===== config.mk =====
export PLATFORM = sky130hd
export DESIGN_NAME = efs_top
export DESIGN_NICKNAME = d
export VERILOG_FILES = /design/src/verilog/efs_pkg.sv /design/src/verilog/efs_chan.sv /design/src/verilog/efs_tick.sv /design/src/verilog/efs_top.sv
export SDC_FILE = /design/constraint.sdc
export NUM_CORES = 2
export LEC_CHECK = 0
export ABC_AREA = 1
export BUFFER_PORTS_ARGS = -buffer_cell sky130_fd_sc_hd__buf_2
export CAP_MARGIN = 20
export CELL_PAD_IN_SITES_DETAIL_PLACEMENT = 1
export CELL_PAD_IN_SITES_GLOBAL_PLACEMENT = 1
export CORE_ASPECT_RATIO = 0.7
export CORE_MARGIN = 4
export CORE_UTILIZATION = 51
export DETAILED_ROUTE_END_ITERATION = 6
export PLACE_DENSITY = 0.95
export RECOVER_POWER = 100
export SYNTH_ARGS = -nofsm -noshare
export SYNTH_HDL_FRONTEND = slang
export SYNTH_HIERARCHICAL = 1
export SYNTH_SLANG_ARGS = --single-unit

===== constraint.sdc =====
create_clock -name i_clk -period 6.1 [get_ports i_clk]
set_input_delay 1.22 -clock i_clk [delete_from_list [all_inputs] [get_ports i_clk]]
set_output_delay 1.22 -clock i_clk [all_outputs]
set_load 0.01 [all_outputs]

===== src/verilog/efs_pkg.sv =====
// Purpose: shared constants, types and register map of the eight channel electronic fuse
// Assumes: 100 MHz clock, current samples in mA from logic on the same clock
// Notes:   count constants derive from the printed times and the clock rate
package efs_pkg;

    // ==========================================================
    // sizes and timing
    localparam int NCH        = 8;
    localparam int CLK_HZ     = 100_000_000;
    localparam int CLK_MHZ    = CLK_HZ / 1_000_000;
    localparam int INRUSH_US  = 20;
    localparam int INRUSH_CYC = INRUSH_US * CLK_MHZ;
    localparam int US_CYC     = CLK_MHZ;
    localparam int MS_US      = 1000;

    // ==========================================================
    // current thresholds and setting bounds
    localparam logic [16:0] HARD_MA     = 17'h186a0;
    localparam logic [16:0] CONT_MA_15  = 17'h03a98;
    localparam logic [16:0] CONT_MA_20  = 17'h04e20;
    localparam logic [16:0] CONT_MA_25  = 17'h061a8;
    localparam logic [31:0] FUSE_MAX_MA = 32'h0000c350;
    localparam logic [31:0] ARM_MAX_MS  = 32'h00002710;
    localparam logic [31:0] WIN_MIN_US  = 32'h00000096;
    localparam logic [31:0] WIN_MAX_US  = 32'h00025d78;
    localparam logic [31:0] OVR_MIN_MS  = 32'h00000019;
    localparam logic [31:0] OVR_MAX_MS  = 32'h000000fa;
    localparam logic [31:0] LIM_SEL_MAX = 32'h00000002;

    // ==========================================================
    // register map
    localparam logic [8:0] OFF_CTRL     = 9'h000;
    localparam logic [8:0] OFF_MAN_CMD  = 9'h004;
    localparam logic [8:0] OFF_STATUS   = 9'h008;
    localparam logic [8:0] OFF_IRQ_STAT = 9'h00c;
    localparam logic [8:0] OFF_IRQ_MASK = 9'h010;
    localparam int         CH_BASE_BIT  = 8;
    localparam int         CTRL_MAN_BIT = 0;
    localparam logic [4:0] F_WIN        = 5'h00;
    localparam logic [4:0] F_LIM        = 5'h04;
    localparam logic [4:0] F_ARM        = 5'h08;
    localparam logic [4:0] F_FUSE       = 5'h0c;
    localparam logic [4:0] F_OVR        = 5'h10;
    localparam logic [4:0] F_RMAX       = 5'h14;
    localparam logic [4:0] F_RMS        = 5'h18;
    localparam logic [4:0] F_CUR        = 5'h1c;

    // ==========================================================
    // per channel settings and their reset values
    typedef struct packed {
        logic [17:0] win_us;
        logic [1:0]  lim_sel;
        logic [13:0] arm_ms;
        logic [15:0] fuse_ma;
        logic [7:0]  ovr_ms;
        logic [3:0]  retry_max;
        logic [15:0] retry_interval;
    } efs_cfg_type;

    localparam efs_cfg_type CFG_RST = '{
        win_us:    18'h02710,
        lim_sel:   2'h2,
        arm_ms:    14'h00fa,
        fuse_ma:   16'h3a98,
        ovr_ms:    8'h19,
        retry_max: 4'h3,
        retry_interval:  16'h0064
    };

    typedef enum logic [2:0] {
        st_off,
        st_inrush,
        st_run,
        st_wait,
        st_lock
    } efs_state_type;

endpackage


===== src/verilog/efs_chan.sv =====
// Purpose: one switched channel with staged overcurrent protection and retries
// Assumes: current sample and command come from logic on the same clock
// Notes:   all timers restart at every switch-on, including a retry
`timescale 1ns/1ns
module efs_chan (
    input  wire logic                 i_clk,
    input  wire logic                 i_rst,
    input  wire logic                 i_us_tick,
    input  wire logic                 i_ms_tick,
    input  wire logic                 i_cmd_on,
    input  wire efs_pkg::efs_cfg_type i_cfg,
    input  wire logic [16:0]          i_cur_ma,
    output logic                      o_on,
    output logic                      o_fault,
    output logic                      o_trip,
    output logic                      o_lock
);
    efs_pkg::efs_state_type st_r;
    logic [10:0] cyc_r;
    logic [17:0] us_r;
    logic [13:0] ms_r;
    logic [7:0]  ovr_r;
    logic [15:0] wait_r;
    logic [3:0]  rty_r;
    logic [16:0] lim_ma;
    logic        over_fuse;
    logic        trip_now;

    // ==========================================================
    // trip conditions
    always_comb begin
        case (i_cfg.lim_sel)
            2'h0:    lim_ma = efs_pkg::CONT_MA_15;
            2'h1:    lim_ma = efs_pkg::CONT_MA_20;
            default: lim_ma = efs_pkg::CONT_MA_25;
        endcase
    end

    assign over_fuse = (ms_r >= i_cfg.arm_ms) && (i_cur_ma > {1'b0, i_cfg.fuse_ma});
    assign trip_now  = (i_cur_ma >= efs_pkg::HARD_MA)
                    || ((us_r >= i_cfg.win_us) && (i_cur_ma >= lim_ma))
                    || (ovr_r >= i_cfg.ovr_ms);

    // ==========================================================
    // timers
    always_ff @(posedge i_clk) begin
        if (i_rst || !o_on) begin
            cyc_r <= 11'h000;
            us_r  <= 18'h00000;
            ms_r  <= 14'h0000;
            ovr_r <= 8'h00;
        end else begin
            if (cyc_r != 11'(efs_pkg::INRUSH_CYC - 1)) begin
                cyc_r <= cyc_r + 11'h001;
            end
            if (i_us_tick && us_r != 18'h3ffff) begin
                us_r <= us_r + 18'h00001;
            end
            // arming time saturates so that a long-lived channel stays armed
            if (i_ms_tick && ms_r != 14'h3fff) begin
                ms_r <= ms_r + 14'h0001;
            end
            if (!over_fuse) begin
                ovr_r <= 8'h00;
            end else if (i_ms_tick && ovr_r != 8'hff) begin
                ovr_r <= ovr_r + 8'h01;
            end
        end
    end

    always_ff @(posedge i_clk) begin
        if (i_rst || st_r != efs_pkg::st_wait) begin
            wait_r <= 16'h0000;
        end else if (i_ms_tick && wait_r != 16'hffff) begin
            wait_r <= wait_r + 16'h0001;
        end
    end

    // ==========================================================
    // switching state
    always_ff @(posedge i_clk) begin
        if (i_rst) begin
            st_r    <= efs_pkg::st_off;
            o_on    <= 1'b0;
            o_fault <= 1'b0;
            o_trip  <= 1'b0;
            o_lock  <= 1'b0;
            rty_r   <= 4'h0;
        end else begin
            o_trip <= 1'b0;
            o_lock <= 1'b0;
            case (st_r)
                efs_pkg::st_off: begin
                    if (i_cmd_on) begin
                        st_r    <= efs_pkg::st_inrush;
                        o_on    <= 1'b1;
                        o_fault <= 1'b0;
                        rty_r   <= 4'h0;
                    end
                end
                efs_pkg::st_inrush: begin
                    if (!i_cmd_on) begin
                        st_r <= efs_pkg::st_off;
                        o_on <= 1'b0;
                    end else if (cyc_r == 11'(efs_pkg::INRUSH_CYC - 1)) begin
                        st_r <= efs_pkg::st_run;
                    end
                end
                efs_pkg::st_run: begin
                    if (!i_cmd_on) begin
                        st_r <= efs_pkg::st_off;
                        o_on <= 1'b0;
                    end else if (trip_now) begin
                        o_on    <= 1'b0;
                        o_fault <= 1'b1;
                        o_trip  <= 1'b1;
                        if (rty_r < i_cfg.retry_max) begin
                            st_r  <= efs_pkg::st_wait;
                            rty_r <= rty_r + 4'h1;
                        end else begin
                            st_r   <= efs_pkg::st_lock;
                            o_lock <= 1'b1;
                        end
                    end
                end
                efs_pkg::st_wait: begin
                    if (!i_cmd_on) begin
                        st_r <= efs_pkg::st_off;
                    end else if (wait_r >= i_cfg.retry_interval) begin
                        st_r <= efs_pkg::st_inrush;
                        o_on <= 1'b1;
                    end
                end
                efs_pkg::st_lock: begin
                    // fault stays up; only a fresh on command clears it
                    if (!i_cmd_on) begin
                        st_r <= efs_pkg::st_off;
                    end
                end
                default: begin
                    st_r <= efs_pkg::st_off;
                    o_on <= 1'b0;
                end
            endcase
        end
    end
endmodule


===== src/verilog/efs_tick.sv =====
// Purpose: microsecond and millisecond enable pulses
// Assumes: one clock, synchronous reset
// Notes:   both divisors are parameters so simulation can shorten them
`timescale 1ns/1ns
module efs_tick #(
    parameter int US_CYCLES = efs_pkg::US_CYC,
    parameter int MS_USEC   = efs_pkg::MS_US
) (
    input  wire logic i_clk,
    input  wire logic i_rst,
    output logic      o_us,
    output logic      o_ms
);
    logic [15:0] cyc_r;
    logic [15:0] us_r;

    always_ff @(posedge i_clk) begin
        if (i_rst) begin
            cyc_r <= 16'h0000;
            us_r  <= 16'h0000;
            o_us  <= 1'b0;
            o_ms  <= 1'b0;
        end else begin
            o_us <= 1'b0;
            o_ms <= 1'b0;
            if (cyc_r == 16'(US_CYCLES - 1)) begin
                cyc_r <= 16'h0000;
                o_us  <= 1'b1;
                if (us_r == 16'(MS_USEC - 1)) begin
                    us_r <= 16'h0000;
                    o_ms <= 1'b1;
                end else begin
                    us_r <= us_r + 16'h0001;
                end
            end else begin
                cyc_r <= cyc_r + 16'h0001;
            end
        end
    end
endmodule


===== src/verilog/efs_top.sv =====
// Purpose: eight channel electronic fuse with register port and interrupt
// Assumes: event commands and current samples are on i_clk
// Notes:   out-of-range settings are clamped on write, never rejected
//
// Implementation choices: the placing of the registers and the strobed register port.
`timescale 1ns/1ns
module efs_top #(
    parameter int US_CYCLES = efs_pkg::US_CYC,
    parameter int MS_USEC   = efs_pkg::MS_US
) (
    input  wire logic                        i_clk,
    input  wire logic                        i_rst,
    input  wire logic [8:0]                  i_addr,
    input  wire logic [31:0]                 i_wdata,
    input  wire logic                        i_wr,
    input  wire logic                        i_rd,
    output logic      [31:0]                 o_rdata,
    input  wire logic [efs_pkg::NCH-1:0]     i_evt_on,
    input  wire logic [efs_pkg::NCH-1:0][16:0] i_cur_ma,
    output logic      [efs_pkg::NCH-1:0]     o_chan_on,
    output logic      [efs_pkg::NCH-1:0]     o_fault,
    output logic                             o_irq
);
    localparam int N = efs_pkg::NCH;

    logic                 us_tick;
    logic                 ms_tick;
    logic                 man_mode_r;
    logic [N-1:0]         man_state_r;
    logic [N-1:0]         cmd_on;
    logic [N-1:0]         trip;
    logic [N-1:0]         lock;
    efs_pkg::efs_cfg_type cfg_r [N];
    logic [16:0]          cur_r [N];
    logic [15:0]          irq_stat_r;
    logic [15:0]          irq_mask_r;
    logic [15:0]          irq_clr;
    logic [31:0]          rd_nxt;
    logic                 wr_glob;
    logic                 wr_chan;
    logic [2:0]           ch_sel;
    logic [4:0]           fld;

    function automatic logic [31:0] efs_clamp(input logic [31:0] v,
                                              input logic [31:0] lo,
                                              input logic [31:0] hi);
        if (v < lo) begin
            return lo;
        end else if (v > hi) begin
            return hi;
        end
        return v;
    endfunction

    assign wr_glob = i_wr && !i_addr[efs_pkg::CH_BASE_BIT];
    assign wr_chan = i_wr && i_addr[efs_pkg::CH_BASE_BIT];
    assign ch_sel  = i_addr[7:5];
    assign fld     = i_addr[4:0];

    // ==========================================================
    // time base
    efs_tick #(
        .US_CYCLES (US_CYCLES),
        .MS_USEC   (MS_USEC)
    ) u_tick (
        .i_clk (i_clk),
        .i_rst (i_rst),
        .o_us  (us_tick),
        .o_ms  (ms_tick)
    );

    // ==========================================================
    // manual test mode
    always_ff @(posedge i_clk) begin
        if (i_rst) begin
            man_mode_r <= 1'b0;
        end else if (wr_glob && i_addr == efs_pkg::OFF_CTRL) begin
            man_mode_r <= i_wdata[efs_pkg::CTRL_MAN_BIT];
        end
    end

    // held clear outside manual mode, so entering it starts with every channel off
    always_ff @(posedge i_clk) begin
        if (i_rst || !man_mode_r) begin
            man_state_r <= '0;
        end else if (wr_glob && i_addr == efs_pkg::OFF_MAN_CMD) begin
            man_state_r <= man_state_r ^ i_wdata[N-1:0];
        end
    end

    assign cmd_on = man_mode_r ? man_state_r : i_evt_on;

    // ==========================================================
    // channel settings and current capture
    always_ff @(posedge i_clk) begin
        if (i_rst) begin
            for (int k = 0; k < N; k++) begin
                cfg_r[k] <= efs_pkg::CFG_RST;
            end
        end else if (wr_chan) begin
            case (fld)
                efs_pkg::F_WIN:  cfg_r[ch_sel].win_us  <= 18'(efs_clamp(i_wdata,
                                     efs_pkg::WIN_MIN_US, efs_pkg::WIN_MAX_US));
                efs_pkg::F_LIM:  cfg_r[ch_sel].lim_sel <= 2'(efs_clamp(i_wdata,
                                     32'h0, efs_pkg::LIM_SEL_MAX));
                efs_pkg::F_ARM:  cfg_r[ch_sel].arm_ms  <= 14'(efs_clamp(i_wdata,
                                     32'h0, efs_pkg::ARM_MAX_MS));
                efs_pkg::F_FUSE: cfg_r[ch_sel].fuse_ma <= 16'(efs_clamp(i_wdata,
                                     32'h0, efs_pkg::FUSE_MAX_MA));
                efs_pkg::F_OVR:  cfg_r[ch_sel].ovr_ms  <= 8'(efs_clamp(i_wdata,
                                     efs_pkg::OVR_MIN_MS, efs_pkg::OVR_MAX_MS));
                efs_pkg::F_RMAX: cfg_r[ch_sel].retry_max <= i_wdata[3:0];
                efs_pkg::F_RMS:  cfg_r[ch_sel].retry_interval  <= i_wdata[15:0];
                default: begin
                end
            endcase
        end
    end

    always_ff @(posedge i_clk) begin
        if (i_rst) begin
            for (int k = 0; k < N; k++) begin
                cur_r[k] <= 17'h00000;
            end
        end else begin
            for (int k = 0; k < N; k++) begin
                cur_r[k] <= i_cur_ma[k];
            end
        end
    end

    // ==========================================================
    // channels
    for (genvar g = 0; g < N; g++) begin : g_chan
        efs_chan u_chan (
            .i_clk     (i_clk),
            .i_rst     (i_rst),
            .i_us_tick (us_tick),
            .i_ms_tick (ms_tick),
            .i_cmd_on  (cmd_on[g]),
            .i_cfg     (cfg_r[g]),
            .i_cur_ma  (i_cur_ma[g]),
            .o_on      (o_chan_on[g]),
            .o_fault   (o_fault[g]),
            .o_trip    (trip[g]),
            .o_lock    (lock[g])
        );
    end

    // ==========================================================
    // interrupt: trips in the low byte, lockouts in the high byte
    assign irq_clr = (wr_glob && i_addr == efs_pkg::OFF_IRQ_STAT) ? i_wdata[15:0] : 16'h0000;

    always_ff @(posedge i_clk) begin
        if (i_rst) begin
            irq_stat_r <= 16'h0000;
        end else begin
            // a new event beats a clear in the same cycle
            irq_stat_r <= (irq_stat_r & ~irq_clr) | {lock, trip};
        end
    end

    always_ff @(posedge i_clk) begin
        if (i_rst) begin
            irq_mask_r <= 16'h0000;
        end else if (wr_glob && i_addr == efs_pkg::OFF_IRQ_MASK) begin
            irq_mask_r <= i_wdata[15:0];
        end
    end

    always_ff @(posedge i_clk) begin
        if (i_rst) begin
            o_irq <= 1'b0;
        end else begin
            o_irq <= |(irq_stat_r & irq_mask_r);
        end
    end

    // ==========================================================
    // read port
    always_comb begin
        rd_nxt = 32'h00000000;
        if (i_addr[efs_pkg::CH_BASE_BIT]) begin
            case (fld)
                efs_pkg::F_WIN:  rd_nxt = 32'(cfg_r[ch_sel].win_us);
                efs_pkg::F_LIM:  rd_nxt = 32'(cfg_r[ch_sel].lim_sel);
                efs_pkg::F_ARM:  rd_nxt = 32'(cfg_r[ch_sel].arm_ms);
                efs_pkg::F_FUSE: rd_nxt = 32'(cfg_r[ch_sel].fuse_ma);
                efs_pkg::F_OVR:  rd_nxt = 32'(cfg_r[ch_sel].ovr_ms);
                efs_pkg::F_RMAX: rd_nxt = 32'(cfg_r[ch_sel].retry_max);
                efs_pkg::F_RMS:  rd_nxt = 32'(cfg_r[ch_sel].retry_interval);
                efs_pkg::F_CUR:  rd_nxt = 32'(cur_r[ch_sel]);
                default:         rd_nxt = 32'h00000000;
            endcase
        end else begin
            case (i_addr)
                efs_pkg::OFF_CTRL:     rd_nxt = 32'(man_mode_r);
                efs_pkg::OFF_MAN_CMD:  rd_nxt = 32'(man_state_r);
                efs_pkg::OFF_STATUS:   rd_nxt = {16'h0000, o_fault, o_chan_on};
                efs_pkg::OFF_IRQ_STAT: rd_nxt = {16'h0000, irq_stat_r};
                efs_pkg::OFF_IRQ_MASK: rd_nxt = {16'h0000, irq_mask_r};
                default:               rd_nxt = 32'h00000000;
            endcase
        end
    end

    // data stand only in the cycle after the strobe
    always_ff @(posedge i_clk) begin
        if (i_rst || !i_rd) begin
            o_rdata <= 32'h00000000;
        end else begin
            o_rdata <= rd_nxt;
        end
    end
endmodule

==> results.yml <==
outcome:
  status: "finished with violations"
  violations: "DRC, capacitance limit, slew limit"
place:
  dp_cells: 14500
  port_buffers: 223
  place_ws_ns: 1.42
  hpwl_um: 310000
  gp_congestion: 1.06
  placed_area_um2: 93000
critical_path:
  path_class: "in2reg"
  cp_data_required_time_ns: 6.54
  cp_max_fo: 54
  arrival_ns: 5.69
  crit_path_start_kind: "input port"
  end_kind: "register"
power:
  power.total_mw: 25.6
  power.internal_mw: 17.5
  ir_drop_mv: 0.325
  pwr-share-seq: 0.449
  switching_share: 0.316
  power_frac_comb: 0.156
  p_switching_mw: 8.09
  p_per_area_nw_per_um2: 263
  pwr-share-clk: 0.395
  p_leak_nw: 43.6
logic_synthesis:
  synth_cells: 12100
  ys_ff_latch: 1478
  avgSynthCellArea_um2: 7.36
  synth_cell_types: 75
  synth_enable_flop_cells: 624
  yosysSeqAreaShare: 0.401
  ys.flop_type: "dfxtp_1"
  ys_async_sr_fraction: 0
  yosys_warnings: 6
  synth_area_um2: 89400
floorplanning:
  fp.dieArea_um2: 182000
  rows: 128
  coreArea_um2: 174000
  pin_count: 238
  start_util: 0.514
  fp.dieW_um: 509
  die_h_um: 358
sta:
  finalHoldViolCount: 0
  finalClockSkew_ns: 0.0447
  worst_pin_slew_ns: 2.71
  fin_setup_tns_ns: 0
  relSlewSlack: -0.805
  setup_ws_ns: 0.854
  finalCritPeriodShare: 0.860
  whs_ns: 0.448
  max_freq_ghz: 0.191
  rsz0062_at_grt: "false"
  period_minus_slack_ns: 5.25
  slew_viol_final: 256
  setup_viol: 0
global_route:
  grt_overflow: 0
  grt_max_degree: 93
  antenna_found_initial: 44
  grt_pass1_wl_um: 588000
  grtUsageTotal: 0.430
  grt_pass1_vias: 92000
clocking:
  cts_resized: 0
  clkSinkCount: 1478
  clk_pin_slew_worst_paths_ns: 0.06
  htree_levels: 4
  ctsRootBufferMaster: "clkbuf_16"
  ctsHoldBuffers: 0
  cts_buffers: 155
  post_cts_buffers: 0
  clk_latency_ns: 0.86
  cts_tree: "yes"
  clock_path_buffers: 3
finish:
  final_cells: 14800
  nets: 13300
  layout-drive-gt1-share: 0.0581
  post-route-util: 0.560
  multi_input_area_um2: 44700
  fin_area_um2: 97500
  seq_area_um2: 35800
  nFillCells: 22200
  area_delta_synth_final_pct: 9.04
routing:
  vias_per_cell: 6.19
  m1WireLength_um: 157000
  highest_layer: "met5"
  wl_um: 405000
  wl_met2_um: 163000
  drt_iter0_markers: 12500
  met3WireLength_um: 60400
  via_count: 91800
  drc_errors: 14
  drt-pass1-iter-count: 7
  wl_per_cell_um: 27.3
  drtAntennaViolNets: 0
hold_path:
  hp-class: "reg2reg"
job:
  drv_cap: 11
==> worst max-delay path, cell delays in order <==
cell and delay (ns):
buf_4 0.78, clkbuf_1 1.67, nand3_4 0.48, nor2_4 0.34
inv_1 0.32, nand2_1 0.81
==> area by class of cell <==
class                           count  share of cell area
Multi-Input combinational cell   8493               0.458
Tap cell                         2340              0.0300
Clock inverter                     76             0.00762
Antenna cell                       22            0.000565
Clock buffer                      211              0.0456
Timing Repair Buffer              298              0.0174
Sequential cell                  1478               0.367
Inverter                         1899              0.0734
==> synth_stat cells (12+ instances only) <==
cell,n,area share
a21o_1,30,0.0025
buf_2,93,0.0052
inv_1,1748,0.073
inv_2,110,0.0046
o21bai_1,38,0.0032
o211ai_1,35,0.0029
buf_4,19,0.0016
nor3_1,292,0.016
o21a_1,36,0.0030
xor2_1,95,0.0093
dfxtp_1,854,0.19
nor4_1,49,0.0034
buf_1,39,0.0016
nand4_1,261,0.018
nand2_1,3389,0.14
nor2_2,33,0.0023
a211oi_1,12,0.0010
a31oi_1,34,0.0024
o21ai_0,343,0.019
nand3b_1,14,0.0012
edfxtp_1,624,0.21
nor3_2,22,0.0025
clkinv_1,32,0.0013
nand3_1,418,0.023
nor2_4,34,0.0043
nand2_2,35,0.0024
nor3b_1,19,0.0016
xnor2_1,37,0.0036
a21oi_1,870,0.049
or2_2,16,0.0011
ha_1,738,0.10
or4_1,13,0.0011
o21ai_1,106,0.0059
a22oi_1,13,0.0011
clkbuf_1,136,0.0057
nor2_1,1325,0.056
==> cells in the final DEF, fill, tap and decap left out, drive strengths merged, types with 41 or more instances in the layout <==
cell type	netlist	layout
edfxtp	624	624
nand4	275	275
nand3	432	432
a31oi	41	41
clkbuf	137	276
nor3	323	323
clkinv	32	95
nand2	3437	3437
nor2	1392	1392
buf	152	233
dfxtp	854	854
a21oi	879	879
ha	738	738
o21ai	456	456
xor2	95	95
nor4	61	61
inv	1867	1860
==> state kept, by name (all words and copies together), names as in the netlist <==
| name | flops |
|---|---|
| g_chan.u_chan/o_trip | 8 |
| g_chan.u_chan/rty_r | 32 |
| g_chan.u_chan/ovr_r | 64 |
| g_chan.u_chan/st_r | 24 |
| g_chan.u_chan/o_on | 8 |
| u_tick/o_us | 1 |
| u_tick/cyc_r | 16 |
| cfg_r | 624 |
| man_state_r | 8 |
| u_tick/us_r | 16 |
| g_chan.u_chan/wait_r | 128 |
| irq_stat_r | 16 |
| g_chan.u_chan/us_r | 144 |
| g_chan.u_chan/o_lock | 8 |
| o_irq | 1 |
| man_mode_r | 1 |
| irq_mask_r | 16 |
| o_rdata | 18 |
| g_chan.u_chan/cyc_r | 88 |
| g_chan.u_chan/ms_r | 112 |
| g_chan.u_chan/o_fault | 8 |
| u_tick/o_ms | 1 |
| cur_r | 136 |
==> cell families (layout without fill, tap and decap cells) <==
| family | count (synthesis) | count (layout) | share of synthesized area |
|---|---|---|---|
| adders and majority gates | 738 | 738 | 0.103 |
| xor gates and xnor gates | 132 | 132 | 0.0129 |
| AOI/OAI and AO/OA | 1595 | 1595 | 0.0992 |
| other | 1 | 36 | 0.0000419 |
| and+or+nand+nor | 6014 | 6014 | 0.289 |
| buffers and inverters | 2188 | 2484 | 0.0944 |
| DFF | 1478 | 1478 | 0.401 |
==> layer usage <==
| metal | vias to the layer above | global-route usage |
|---|---|---|
| li1 | 39700 | - |
| met1 | 44900 | 0.560 |
| met2 | 5856 | 0.618 |
| met3 | 1235 | 0.178 |
| met4 | 54 | 0.204 |
| met5 | - | 0.00839 |
==> power by group through the flow <==
stage | combinational, mW | clock, mW | sequential [mW]
6_report | 3.99 | 10.1 | 11.5
5_1_grt | 4.34 | 10.5 | 11.5
4_1_cts | 3.87 | 10.1 | 11.4
3_5_place_dp | 3.78 | 0 | 11.6
3_3_place_gp | 3.47 | 0 | 11.6
2_1_floorplan | 2.49 | 0 | 11.2
==> final timing paths <==
path                        start                        end  slack, ns  cells past startpoint
setup / recovery        i_addr[6]               cfg_r[2][68]       0.85                      6
setup reg to reg      u_tick/o_ms  g_chan[3].u_chan/ms_r[10]       0.85                     10
hold reg to reg   u_tick/cyc_r[0]            u_tick/cyc_r[0]       0.45                      1
hold / removal    u_tick/cyc_r[0]            u_tick/cyc_r[0]       0.45                      1
No activity file was read; power rests on OpenSTA's default activity.
